### config.mk
export PLATFORM = sky130hd
export DESIGN_NAME = sus_cfg_core
export DESIGN_NICKNAME = d
export VERILOG_FILES = /design/src/include/sus_cfg_pkg.sv /design/src/core/sus_cfg_core.sv
export SDC_FILE = /design/constraint.sdc
export NUM_CORES = 1
export LEC_CHECK = 0
export ABC_AREA = 1
export BUFFER_PORTS_ARGS = -buffer_cell sky130_fd_sc_hd__clkbuf_2
export CAP_MARGIN = 5
export CORE_ASPECT_RATIO = 1.4
export CORE_MARGIN = 2
export CORE_UTILIZATION = 50
export DETAILED_ROUTE_END_ITERATION = 10
export GPL_TIMING_DRIVEN = 0
export HOLD_SLACK_MARGIN = 0.03
export MAX_ROUTING_LAYER = met4
export PLACE_DENSITY_LB_ADDON = 0.05
export REMOVE_ABC_BUFFERS = 1
export SLEW_MARGIN = 20
export SYNTH_ARGS = -nofsm -noshare
export SYNTH_HDL_FRONTEND = slang
export SYNTH_SLANG_ARGS = --single-unit
### constraint.sdc
create_clock -name clk -period 1.55 [get_ports clk]
set_input_delay 0.31 -clock clk [delete_from_list [all_inputs] [get_ports clk]]
set_output_delay 0.31 -clock clk [all_outputs]
set_load 0.01 [all_outputs]
### src/include/sus_cfg_pkg.sv
/*
  constants for the suspend/resume and read configuration command block.
  assumes a single 200 mhz clock and a synchronous active-high reset.
*/
package sus_cfg_pkg;
    localparam logic [7:0]  CMD_READ_ARRAY   = 8'hff;
    localparam logic [7:0]  CMD_READ_STATUS  = 8'h70;
    localparam logic [7:0]  CMD_PROG_SETUP   = 8'h40;
    localparam logic [7:0]  CMD_SUSPEND      = 8'hb0;
    localparam logic [7:0]  CMD_RESUME       = 8'hd0;
    localparam logic [7:0]  CMD_CFG_SETUP    = 8'h60;
    localparam logic [7:0]  CMD_CFG_CONFIRM  = 8'h03;
    localparam logic [15:0] CFG_RESET        = 16'h8000;
    localparam int          CFG_MODE_BIT     = 15;
    localparam int          CFG_LAT_HI       = 13;
    localparam int          CFG_LAT_LO       = 11;
    localparam int          CFG_HOLD_BIT     = 9;
    localparam int          CFG_WAIT_BIT     = 8;
    localparam int          CFG_ORDER_BIT    = 7;
    localparam int          CFG_EDGE_BIT     = 6;
    localparam int          CFG_LEN_HI       = 2;
    localparam logic [2:0]  LEN_FOUR         = 3'h1;
    localparam logic [2:0]  LEN_EIGHT        = 3'h2;
    localparam logic [2:0]  LEN_CONT         = 3'h7;
    localparam logic [2:0]  LAT_RESERVED     = 3'h1;
    localparam int          STAT_READY_BIT   = 7;
    localparam int          STAT_PSUS_BIT    = 2;
    localparam int          SUSPEND_LAT_NS   = 5000;
    localparam int          CLK_PERIOD_NS    = 5;
    localparam int          SUSPEND_LAT_CYC  = SUSPEND_LAT_NS / CLK_PERIOD_NS;
    localparam int          PROG_TIME_CYC    = 64;
    typedef enum logic [1:0] {RD_ARRAY, RD_STATUS, RD_SINGLE} read_sel_t;
    typedef enum logic [1:0] {W_IDLE, W_PROG, W_SUSPENDING, W_SUSPENDED} wsm_state_t;
endpackage

### src/core/sus_cfg_core.sv
/*
  command interpreter: program suspend/resume and read configuration load.
  assumes command strobes are already synchronous to clk and one cycle wide.
*/
//
// Contract
// - suspend halts programming after latency, reads status
// - suspended sets ready and suspended flags
// - suspended accepts only read array, status, resume
// - read array in suspend serves other blocks
// - resume clears flags, continues, reads status
// - chip disable in suspend keeps state
// - bit15 selects burst or page, page default
// - bits13-11 latency code, 001 reserved
// - bit9 holds data one or two clocks
// - bit8 sets wait timing
// - bit7 interleaved or linear order
// - bit6 falling or rising clock edge
// - page mode length always four words
// - read mode applies to main blocks only
// - config load is 60h plus confirm
// - config captured on first strobe rise; code captures cmd_addr on the confirm write
// - config load ignores vpp, returns read array
// - suspend b0h, resume d0h, any address
// - ready flag one ready, zero busy
// - ffh selects read array
`timescale 1ns/100ps
module sus_cfg_core
    import sus_cfg_pkg::*;
#(
    parameter int SUSPEND_CYC = SUSPEND_LAT_CYC,
    parameter int PROG_CYC    = PROG_TIME_CYC
)(
    input  wire logic        clk,
    input  wire logic        sys_rst,
    input  wire logic        cmd_wr,
    input  wire logic [7:0]  cmd_data,
    input  wire logic [15:0] cmd_addr,
    input  wire logic        chip_en,
    input  wire logic        main_block,
    output logic [7:0]       status,
    output read_sel_t        read_sel,
    output logic             prog_busy,
    output logic             standby,
    output logic             read_mode_select,
    output logic [2:0]       latency_code,
    output logic             data_hold_select,
    output logic             wait_timing_select,
    output logic             burst_order_select,
    output logic             clock_edge_select,
    output logic [2:0]       burst_length_field,
    output logic             page_read,
    output logic [3:0]       burst_words,
    output logic [1:0]       hold_clocks,
    output logic             wait_early
);
    typedef struct packed {
        wsm_state_t  write_state_machine;
        read_sel_t   rsel;
        logic        cfg_pend;
        logic [15:0] cfg;
        logic [15:0] cnt;
        logic [15:0] prog_left;
    } st_t;
    st_t st_r, st_nxt;
    logic suspended;
    assign suspended = (st_r.write_state_machine == W_SUSPENDED);
    always_comb
    begin
        st_nxt = st_r;
        case (st_r.write_state_machine)
            W_PROG:
            begin
                if (st_r.prog_left == 16'h0)
                    st_nxt.write_state_machine = W_IDLE;
                else
                    st_nxt.prog_left = st_r.prog_left - 16'h1;
            end
            W_SUSPENDING:
            begin
                if (st_r.cnt == 16'h0)
                    st_nxt.write_state_machine = W_SUSPENDED;
                else
                    st_nxt.cnt = st_r.cnt - 16'h1;
            end
            default: ;
        endcase
        if (cmd_wr)
        begin
            if (st_r.cfg_pend)
            begin
                st_nxt.cfg_pend = 1'b0;
                if (cmd_data == CMD_CFG_CONFIRM)
                begin
                    st_nxt.cfg  = cmd_addr;
                    st_nxt.rsel = RD_ARRAY;
                end
            end
            else if (suspended)
            begin
                case (cmd_data)
                    CMD_READ_ARRAY:  st_nxt.rsel = RD_ARRAY;
                    CMD_READ_STATUS: st_nxt.rsel = RD_STATUS;
                    CMD_RESUME:
                    begin
                        st_nxt.write_state_machine  = W_PROG;
                        st_nxt.rsel = RD_STATUS;
                    end
                    default: ;
                endcase
            end
            else
            begin
                case (cmd_data)
                    CMD_READ_ARRAY:  st_nxt.rsel = RD_ARRAY;
                    CMD_READ_STATUS: st_nxt.rsel = RD_STATUS;
                    CMD_CFG_SETUP:   st_nxt.cfg_pend = 1'b1;
                    CMD_PROG_SETUP:
                    begin
                        if (st_r.write_state_machine == W_IDLE)
                        begin
                            st_nxt.write_state_machine       = W_PROG;
                            st_nxt.prog_left = 16'(PROG_CYC);
                            st_nxt.rsel      = RD_STATUS;
                        end
                    end
                    CMD_SUSPEND:
                    begin
                        st_nxt.rsel = RD_STATUS;
                        if (st_r.write_state_machine == W_PROG)
                        begin
                            st_nxt.write_state_machine = W_SUSPENDING;
                            st_nxt.cnt = 16'(SUSPEND_CYC - 1);
                        end
                    end
                    default: ;
                endcase
            end
        end
    end
    always_ff @(posedge clk)
    begin
        if (sys_rst)
        begin
            st_r.write_state_machine       <= W_IDLE;
            st_r.rsel      <= RD_ARRAY;
            st_r.cfg_pend  <= 1'b0;
            st_r.cfg       <= CFG_RESET;
            st_r.cnt       <= 16'h0;
            st_r.prog_left <= 16'h0;
        end
        else
            st_r <= st_nxt;
    end
    always_comb
    begin
        status = 8'h00;
        status[STAT_READY_BIT] = (st_r.write_state_machine == W_IDLE) || suspended;
        status[STAT_PSUS_BIT]  = suspended;
    end
    assign read_sel  = (st_r.rsel == RD_ARRAY && !main_block) ? RD_SINGLE
                                                               : st_r.rsel;
    assign prog_busy = (st_r.write_state_machine == W_PROG) || (st_r.write_state_machine == W_SUSPENDING);
    assign standby   = !chip_en;
    assign read_mode_select   = st_r.cfg[CFG_MODE_BIT];
    assign latency_code       = st_r.cfg[CFG_LAT_HI:CFG_LAT_LO];
    assign data_hold_select   = st_r.cfg[CFG_HOLD_BIT];
    assign wait_timing_select = st_r.cfg[CFG_WAIT_BIT];
    assign burst_order_select = st_r.cfg[CFG_ORDER_BIT];
    assign clock_edge_select  = st_r.cfg[CFG_EDGE_BIT];
    assign burst_length_field = st_r.cfg[CFG_LEN_HI:0];
    assign page_read   = st_r.cfg[CFG_MODE_BIT] && main_block && st_r.rsel == RD_ARRAY;
    assign hold_clocks = st_r.cfg[CFG_HOLD_BIT] ? 2'h2 : 2'h1;
    assign wait_early  = st_r.cfg[CFG_WAIT_BIT];
    always_comb
    begin
        if (st_r.cfg[CFG_MODE_BIT])
            burst_words = 4'h4;
        else
            case (st_r.cfg[CFG_LEN_HI:0])
                LEN_FOUR:  burst_words = 4'h4;
                LEN_EIGHT: burst_words = 4'h8;
                LEN_CONT:  burst_words = 4'h0;
                default:   burst_words = 4'h4;
            endcase
    end

    a_suspend_lat: assert property (@(posedge clk) disable iff (sys_rst)
        (st_r.write_state_machine == W_PROG && cmd_wr && cmd_data == CMD_SUSPEND && !st_r.cfg_pend)
        |=> !status[STAT_PSUS_BIT] ##[1:1000] status[STAT_PSUS_BIT])
        else $error("suspend did not take effect");
    a_flags_pair: assert property (@(posedge clk) disable iff (sys_rst)
        status[STAT_PSUS_BIT] |-> status[STAT_READY_BIT])
        else $error("suspended flag without ready flag");
    a_only_three: assert property (@(posedge clk) disable iff (sys_rst)
        (suspended && cmd_wr && !st_r.cfg_pend && cmd_data == CMD_CFG_SETUP)
        |=> !st_r.cfg_pend)
        else $error("illegal command taken in suspend");
    a_resume_clear: assert property (@(posedge clk) disable iff (sys_rst)
        (suspended && cmd_wr && cmd_data == CMD_RESUME)
        |=> !status[STAT_READY_BIT] && !status[STAT_PSUS_BIT] && st_r.rsel == RD_STATUS)
        else $error("resume did not clear flags");
    a_standby_keep: assert property (@(posedge clk) disable iff (sys_rst)
        (suspended && !chip_en && !cmd_wr) |=> suspended)
        else $error("suspend lost in standby");
    a_cfg_load: assert property (@(posedge clk) disable iff (sys_rst)
        (st_r.cfg_pend && cmd_wr && cmd_data == CMD_CFG_CONFIRM)
        |=> st_r.cfg == $past(cmd_addr) && st_r.rsel == RD_ARRAY)
        else $error("configuration not loaded");
    a_idle_suspend: assert property (@(posedge clk) disable iff (sys_rst)
        (st_r.write_state_machine == W_IDLE && cmd_wr && cmd_data == CMD_SUSPEND && !st_r.cfg_pend)
        |=> st_r.write_state_machine == W_IDLE && st_r.rsel == RD_STATUS)
        else $error("idle suspend changed state");
    a_page_four: assert property (@(posedge clk) disable iff (sys_rst)
        read_mode_select |-> burst_words == 4'h4)
        else $error("page length not four");

    // status flags, suspend and standby
    a_busy_flag: assert property (@(posedge clk) disable iff (sys_rst)
        prog_busy
        |-> !status[STAT_READY_BIT] && !status[STAT_PSUS_BIT])
        else $error("ready flag set while busy");

    a_suspend_reads: assert property (@(posedge clk) disable iff (sys_rst)
        (!suspended && !st_r.cfg_pend && cmd_wr && cmd_data == CMD_SUSPEND)
        |=> st_r.rsel == RD_STATUS)
        else $error("suspend did not select status reads");

    a_timer_frozen: assert property (@(posedge clk) disable iff (sys_rst)
        (st_r.write_state_machine == W_SUSPENDING || suspended)
        |=> $stable(st_r.prog_left))
        else $error("program timer ran while suspended");

    a_suspend_stays: assert property (@(posedge clk) disable iff (sys_rst)
        (suspended && !(cmd_wr && cmd_data == CMD_RESUME))
        |=> suspended && status[STAT_PSUS_BIT])
        else $error("suspend left without resume");

    a_resume_timer: assert property (@(posedge clk) disable iff (sys_rst)
        (suspended && !st_r.cfg_pend && cmd_wr && cmd_data == CMD_RESUME)
        |=> st_r.write_state_machine == W_PROG && st_r.prog_left == $past(st_r.prog_left))
        else $error("resume did not continue programming");

    a_standby_pin: assert property (@(posedge clk) disable iff (sys_rst)
        !chip_en
        |-> standby)
        else $error("standby not entered on chip disable");

    // command selection
    a_status_cmd: assert property (@(posedge clk) disable iff (sys_rst)
        (!st_r.cfg_pend && cmd_wr && cmd_data == CMD_READ_STATUS)
        |=> st_r.rsel == RD_STATUS)
        else $error("read status command not taken");

    a_array_cmd: assert property (@(posedge clk) disable iff (sys_rst)
        (!st_r.cfg_pend && cmd_wr && cmd_data == CMD_READ_ARRAY)
        |=> st_r.rsel == RD_ARRAY)
        else $error("read array command not taken");

    a_suspend_array: assert property (@(posedge clk) disable iff (sys_rst)
        (suspended && !st_r.cfg_pend && cmd_wr && cmd_data == CMD_READ_ARRAY)
        |=> suspended && st_r.rsel == RD_ARRAY)
        else $error("array read in suspend not taken");

    a_single_read: assert property (@(posedge clk) disable iff (sys_rst)
        !main_block
        |-> read_sel != RD_ARRAY && !page_read)
        else $error("mode read outside main block");

    // configuration register
    a_cfg_cancel: assert property (@(posedge clk) disable iff (sys_rst)
        (st_r.cfg_pend && cmd_wr && cmd_data != CMD_CFG_CONFIRM)
        |=> $stable(st_r.cfg) && !st_r.cfg_pend)
        else $error("configuration loaded without confirm");

    a_cfg_hold: assert property (@(posedge clk) disable iff (sys_rst)
        !(st_r.cfg_pend && cmd_wr)
        |=> $stable(st_r.cfg))
        else $error("configuration changed without load");

    a_len_eight: assert property (@(posedge clk) disable iff (sys_rst)
        (!read_mode_select && burst_length_field == LEN_EIGHT)
        |-> burst_words == 4'h8)
        else $error("eight word burst length wrong");

    a_len_cont: assert property (@(posedge clk) disable iff (sys_rst)
        (!read_mode_select && burst_length_field == LEN_CONT)
        |-> burst_words == 4'h0)
        else $error("continuous burst length wrong");

    a_hold_clocks: assert property (@(posedge clk) disable iff (sys_rst)
        data_hold_select
        |-> hold_clocks == 2'h2)
        else $error("data hold not two clocks");

    a_wait_early: assert property (@(posedge clk) disable iff (sys_rst)
        wait_timing_select
        |-> wait_early)
        else $error("early wait not selected");

endmodule

# --- Yosys cells after proc, flatten, opt, wreduce, memory -nomap -nowiden ---
# Cells that the tools add are included.
totals:
  mem_bits_ro: 0
  reg_bits: 53
  input_bits: 29
  output_inout_bits: 31
  mem_bits_rw: 0
  latch_bits: 0
  mem_count: 0
classes:
  order_cmp: 0
  n_reduce_logical: 16
  n_mux: 32
  addsub: 2
  eq_ne: 15
  n_shift: 0
  div_mod_pow: 0
  bitwise: 0
  n_mul: 0
op_table:
  columns: ["operator", "count"]
  rows:
  - ["16-bit two-way mux", 10]
  - ["32-bit two-way mux", 2]
  - ["53-bit two-way mux", 1]
  - ["16-bit logical NOT", 2]
  - ["16-bit by 1-bit subtractor with 16-bit output, second input constant", 2]
  - ["8-bit by 7-bit == test with 1-bit output, second input constant", 3]
  - ["8-bit == test, second input constant", 3]
  - ["2-bit two-way mux", 8]
  - ["4-bit two-way mux", 3]
  - ["2-bit case mux with 2 select lines", 3]
  - ["8-bit by 2-bit == test with 1-bit output, second input constant", 1]
  - ["4-bit case mux with 2 select lines", 1]
  - ["2-bit case mux with 3 select lines", 1]
  - ["5-bit AND reduction", 1]
  - ["5-bit nonzero test", 1]
  - ["2-bit == test, second input constant", 2]
  - ["2-bit logical NOT", 2]
  - ["4-bit by 3-bit != test with 1-bit output, second input constant", 1]
  - ["4-bit != test, second input constant", 1]
  - ["2-bit OR reduction", 2]
  - ["3-bit by 2-bit == test with 1-bit output, second input constant", 1]
  - ["3-bit == test, second input constant", 1]
  - ["1-bit logical AND", 3]
  - ["3-bit two-way mux", 1]
  - ["other kinds (6)", 9]

# --- Logic depth before layout (Yosys ltp) ---
depth:
  word_depth: 8
  depth_mapped: 11

# --- Worst setup path after synthesis ---
# No wires, ideal clock.
synth_path:
  path_type: "flip-flop to flip-flop"
  start: "register st_r[52] (netlist name)"
  end: "register st_r[13] (netlist name)"
  required_time_ps: 1435
  t_arrival_ps: 1363
  path_slack_ps: 72
  stages_incl_launch_ff: 9
  n_path_buf: 1
  period_less_slack_ps: 1478
  path_cell_list: "dfxtp_1 -> inv_1 -> ha_1 -> buf_1 -> nand3_2 -> nor2_2 -> nand3_1 -> nand2_1 -> nor2_1"
synth_via:
  elab_chain_cells: 7
synth_rtl:
  columns: ["item", "line", "text"]
  rows:
  - ["from (decl)", "sus_cfg_core.sv:65", "st_t st_r, st_nxt;"]
  - ["from (signal assigned)", "sus_cfg_core.sv:153", "st_r <= st_nxt;"]
  - ["2-bit by 1-bit == test with 1-bit output", "sus_cfg_core.sv:71", "case (st_r.write_state_machine)"]
  - ["16-bit two-way mux", "sus_cfg_core.sv:71", null]
  - ["16-bit two-way mux", "sus_cfg_core.sv:120", "if (st_r.write_state_machine == W_IDLE)"]
  - ["16-bit two-way mux", "sus_cfg_core.sv:114", "case (cmd_data)"]
  - ["32-bit two-way mux", "sus_cfg_core.sv:99", "else if (suspended)"]
  - ["32-bit two-way mux", "sus_cfg_core.sv:90", "if (st_r.cfg_pend)"]
  - ["53-bit two-way mux *", "sus_cfg_core.sv:88", "if (cmd_wr)"]
# Mark *: on every way between the ends. The rest lies on a longest branch, timed or not.
# A chain may end at the register's enable or synchronous reset.

# --- Worst setup path after layout ---
layout_path:
  start: "register st_r[52] (netlist name)"
  end: "output status[7]"
layout_via:
  elab_chain_cells: 2
layout_rtl:
  columns: ["item", "line", "text"]
  rows:
  - ["2-bit == test or 2-bit logical NOT (tied branches)", "sus_cfg_core.sv:67, sus_cfg_core.sv:158", null]
  - ["1-bit logical OR *", "sus_cfg_core.sv:158", "status[STAT_READY_BIT] = (st_r.write_state_machine == W_IDLE) || suspended;"]
  - ["to (decl)", "sus_cfg_core.sv:41", "output logic [7:0] status,"]
# Marked as above.

==> out/metrics.yaml <==
status: "finished, final reports clean"
cts_num_sinks: 47
dr.pass1.iters: 4
die_h_um: 94.2
dp_hpwl_um: 4710
fin_skew_ns: 0.0121
drive_gt1_frac: 0.265
synth-edff-count: 0
grt_max_degree: 22
wl_um: 6360
num_rows: 32
synth_seq_cells: 47
leakagePower_nw: 1.74
p_sw_frac: 0.377
layout_common_cells: "nand2_1, nor2_1, inv_1"
placed_cell_area_sq_um: 3080
hold_path.class: "input port to flip-flop"
synth_top_cell_by_area: "dfxtp_1"
cp_max_fo: 3
tightest_slew_ns: 0.637
worstPathArrival_ns: 1.20
worstSetupPathType: "flip-flop to output pin"
worst_setup_path_end_kind: "output pin"
drt-initial-drc-count: 67
area_growth_pct: 21.2
power.switching_w: 0.00169
syn_area_sq_um: 2910
grt_pass1_wl_um: 10700
seqPwrFrac: 0.304
drc_errors: 0
synth_area_leaders: "dfxtp_1, nor2_1, nand2_1, inv_1, nand3_1"
startpoint_type: "flip-flop"
avgSynthCellArea_sq_um: 6.43
period_minus_slack_ns: 1.51
async_reset_ff_frac: 0
hold_violations: 0
syn_inst: 452
cts_max_level: 2
grt_overflow: 0
dpl.cell_count: 548
core_sq_um: 5570
clock_path_buffers: 2
intPower_w: 0.00279
vias_per_cell: 5.03
antenna_found_initial: 0
initial_core_util: 0.522
p_clk_frac: 0.213
wl_per_cell_um: 11.2
clkTransAtPathRegs_ns: 0.09
synth_cell_types: 34
maxCapViolCount: 0
clk_latency_ns: 0.31
final_common_cell: "nand2_1"
die_x_um: 68.4
stdcell_count: 566
achievable-frequency_mhz: 661
diodes: 0
grtUsageTotal: 0.216
ys_seq_area_frac: 0.324
vias: 2848
cts_inserted_buffers: 5
slew_viol_final: 0
slew_headroom: 0.575
power_w: 0.00449
dieArea_sq_um: 6450
synth_ff_type: "dfxtp_1"
layout.nets: 534
ctsRootBufferMaster: "clkbuf_8"
timing.final.crit_share: 0.976
power.density_nw_per_um2: 1270
cts_tree: "done"
setup_viol: 0
ir_worst_vdd_mv: 0.787
timing.reg2reg.setup_slack_ns: 0.10
io_pins: 60
gp_congestion: 0.887
grt_pass1_vias: 2670
port_buffers: 46
stdcell_area_sq_um: 3520
pwr-share-comb: 0.483
synth_top_area_frac: 0.324
required_ns: 1.24
ant_nets: 0
yosysWarningCount: 0
-- registers in the layout, summed over array words and instances (netlist names) --
signal / cells
data_hold_select: 1
burst_order_select: 1
burst_length_field: 3
wait_early: 1
clock_edge_select: 1
st_r: 36
read_mode_select: 1
latency_code: 3
-- routing by layer --
layer	part of all wire	vias to the layer above	global-route usage
met5	0	-	-
met4	0.022	0	0.0700
met1	0.42	1287	0.215
met3	0.032	13	0.0408
met2	0.52	52	0.405
li1	-	1496	-
-- path summary, 6_finish.rpt --
| kind | startpoint | end | cells after the start |
|---|---|---|---|
| worst max-delay path | st_r[52]$_SDFF_PP0_ | status[7] | 4 |
| worst min register to register | st_r[1]$_SDFF_PP0_ | st_r[1]$_SDFF_PP0_ | 2 |
| worst min-delay path | cmd_addr[15] | read_mode_select$_SDFFE_PP1P_ | 3 |
| worst max register to register | st_r[0]$_SDFF_PP0_ | st_r[13]$_SDFF_PP0_ | 10 |
-- logic make-up after synthesis --
| kind of cell | share of synthesized area |
|---|---|
| compound gates | 0.0848 |
| simple gates | 0.406 |
| buf+inv | 0.132 |
| other cells | 0.00129 |
| fa+ha+maj | 0.0344 |
| xor+xnor | 0.0181 |
| flops | 0.324 |
-- area by class of cell --
type	count	area, sq um
fillers	520	2040
multi-input cells	329	1800
inverters	58	223
flip-flops and latches	47	960
clock buffers	6	82.6
well taps	68	85.1
repair buffers	56	335
clock inverters	2	35.0
-- critical path, cell delays in order, from the launching register on --
cell and delay [ns]:
dfxtp_4 0.38, inv_2 0.07, ha_4 0.29, inv_2 0.05, clkbuf_2 0.12
-- through the flow --
step / utilization / hold slack [ns] / TNS [ns] / worst slack [ns]
after floorplan: - / 0.379 / 0 / 0.0931
after global placement: 0.554 / 0.453 / -1.91 / -0.138
after detailed placement: 0.554 / 0.460 / -3.02 / -0.208
after CTS: 0.597 / 0.205 / 0 / 0.00173
after global routing: 0.633 / 0.229 / -0.0284 / -0.0233
final: 0.633 / 0.209 / 0 / 0.0376
-- repair_timing --
item / 4_1_cts / 5_1_grt
setup buffers: 5 / 4
hold buffers: 0 / 0
endpoints found under the hold margin: 0 / 0
gates resized for setup: 22 / 38
pin swaps: 3 / 7
setup endpoints to repair: 25 / 33
cloned: 0 / 1
-- synth_stat cells (2+ instances only) --
library cell	instances
nor2_1	91
nand2_1	89
inv_1	53
dfxtp_1	47
nand3_1	31
a21oi_1	23
buf_4	17
o21ai_0	17
nand4_1	11
nor3_1	9
ha_1	8
nor2_2	6
buf_1	5
inv_2	5
xor2_1	5
nand2_2	4
nand3_2	3
nor3b_1	3
nor4_1	3
o21ai_2	3
or2_1	3
clkbuf_1	2
nand2_4	2
nand3b_1	2
-- power groups by stage --
stage                     clock network (W)  logic, W  registers, W
after floorplan                           0   0.00113       0.00136
after global placement                    0   0.00141       0.00137
after detailed placement                  0   0.00144       0.00137
after CTS                          0.000982   0.00181       0.00135
after global routing                0.00102   0.00239       0.00137
final                              0.000953   0.00217       0.00136
Power figures use the tool's default switching activity.
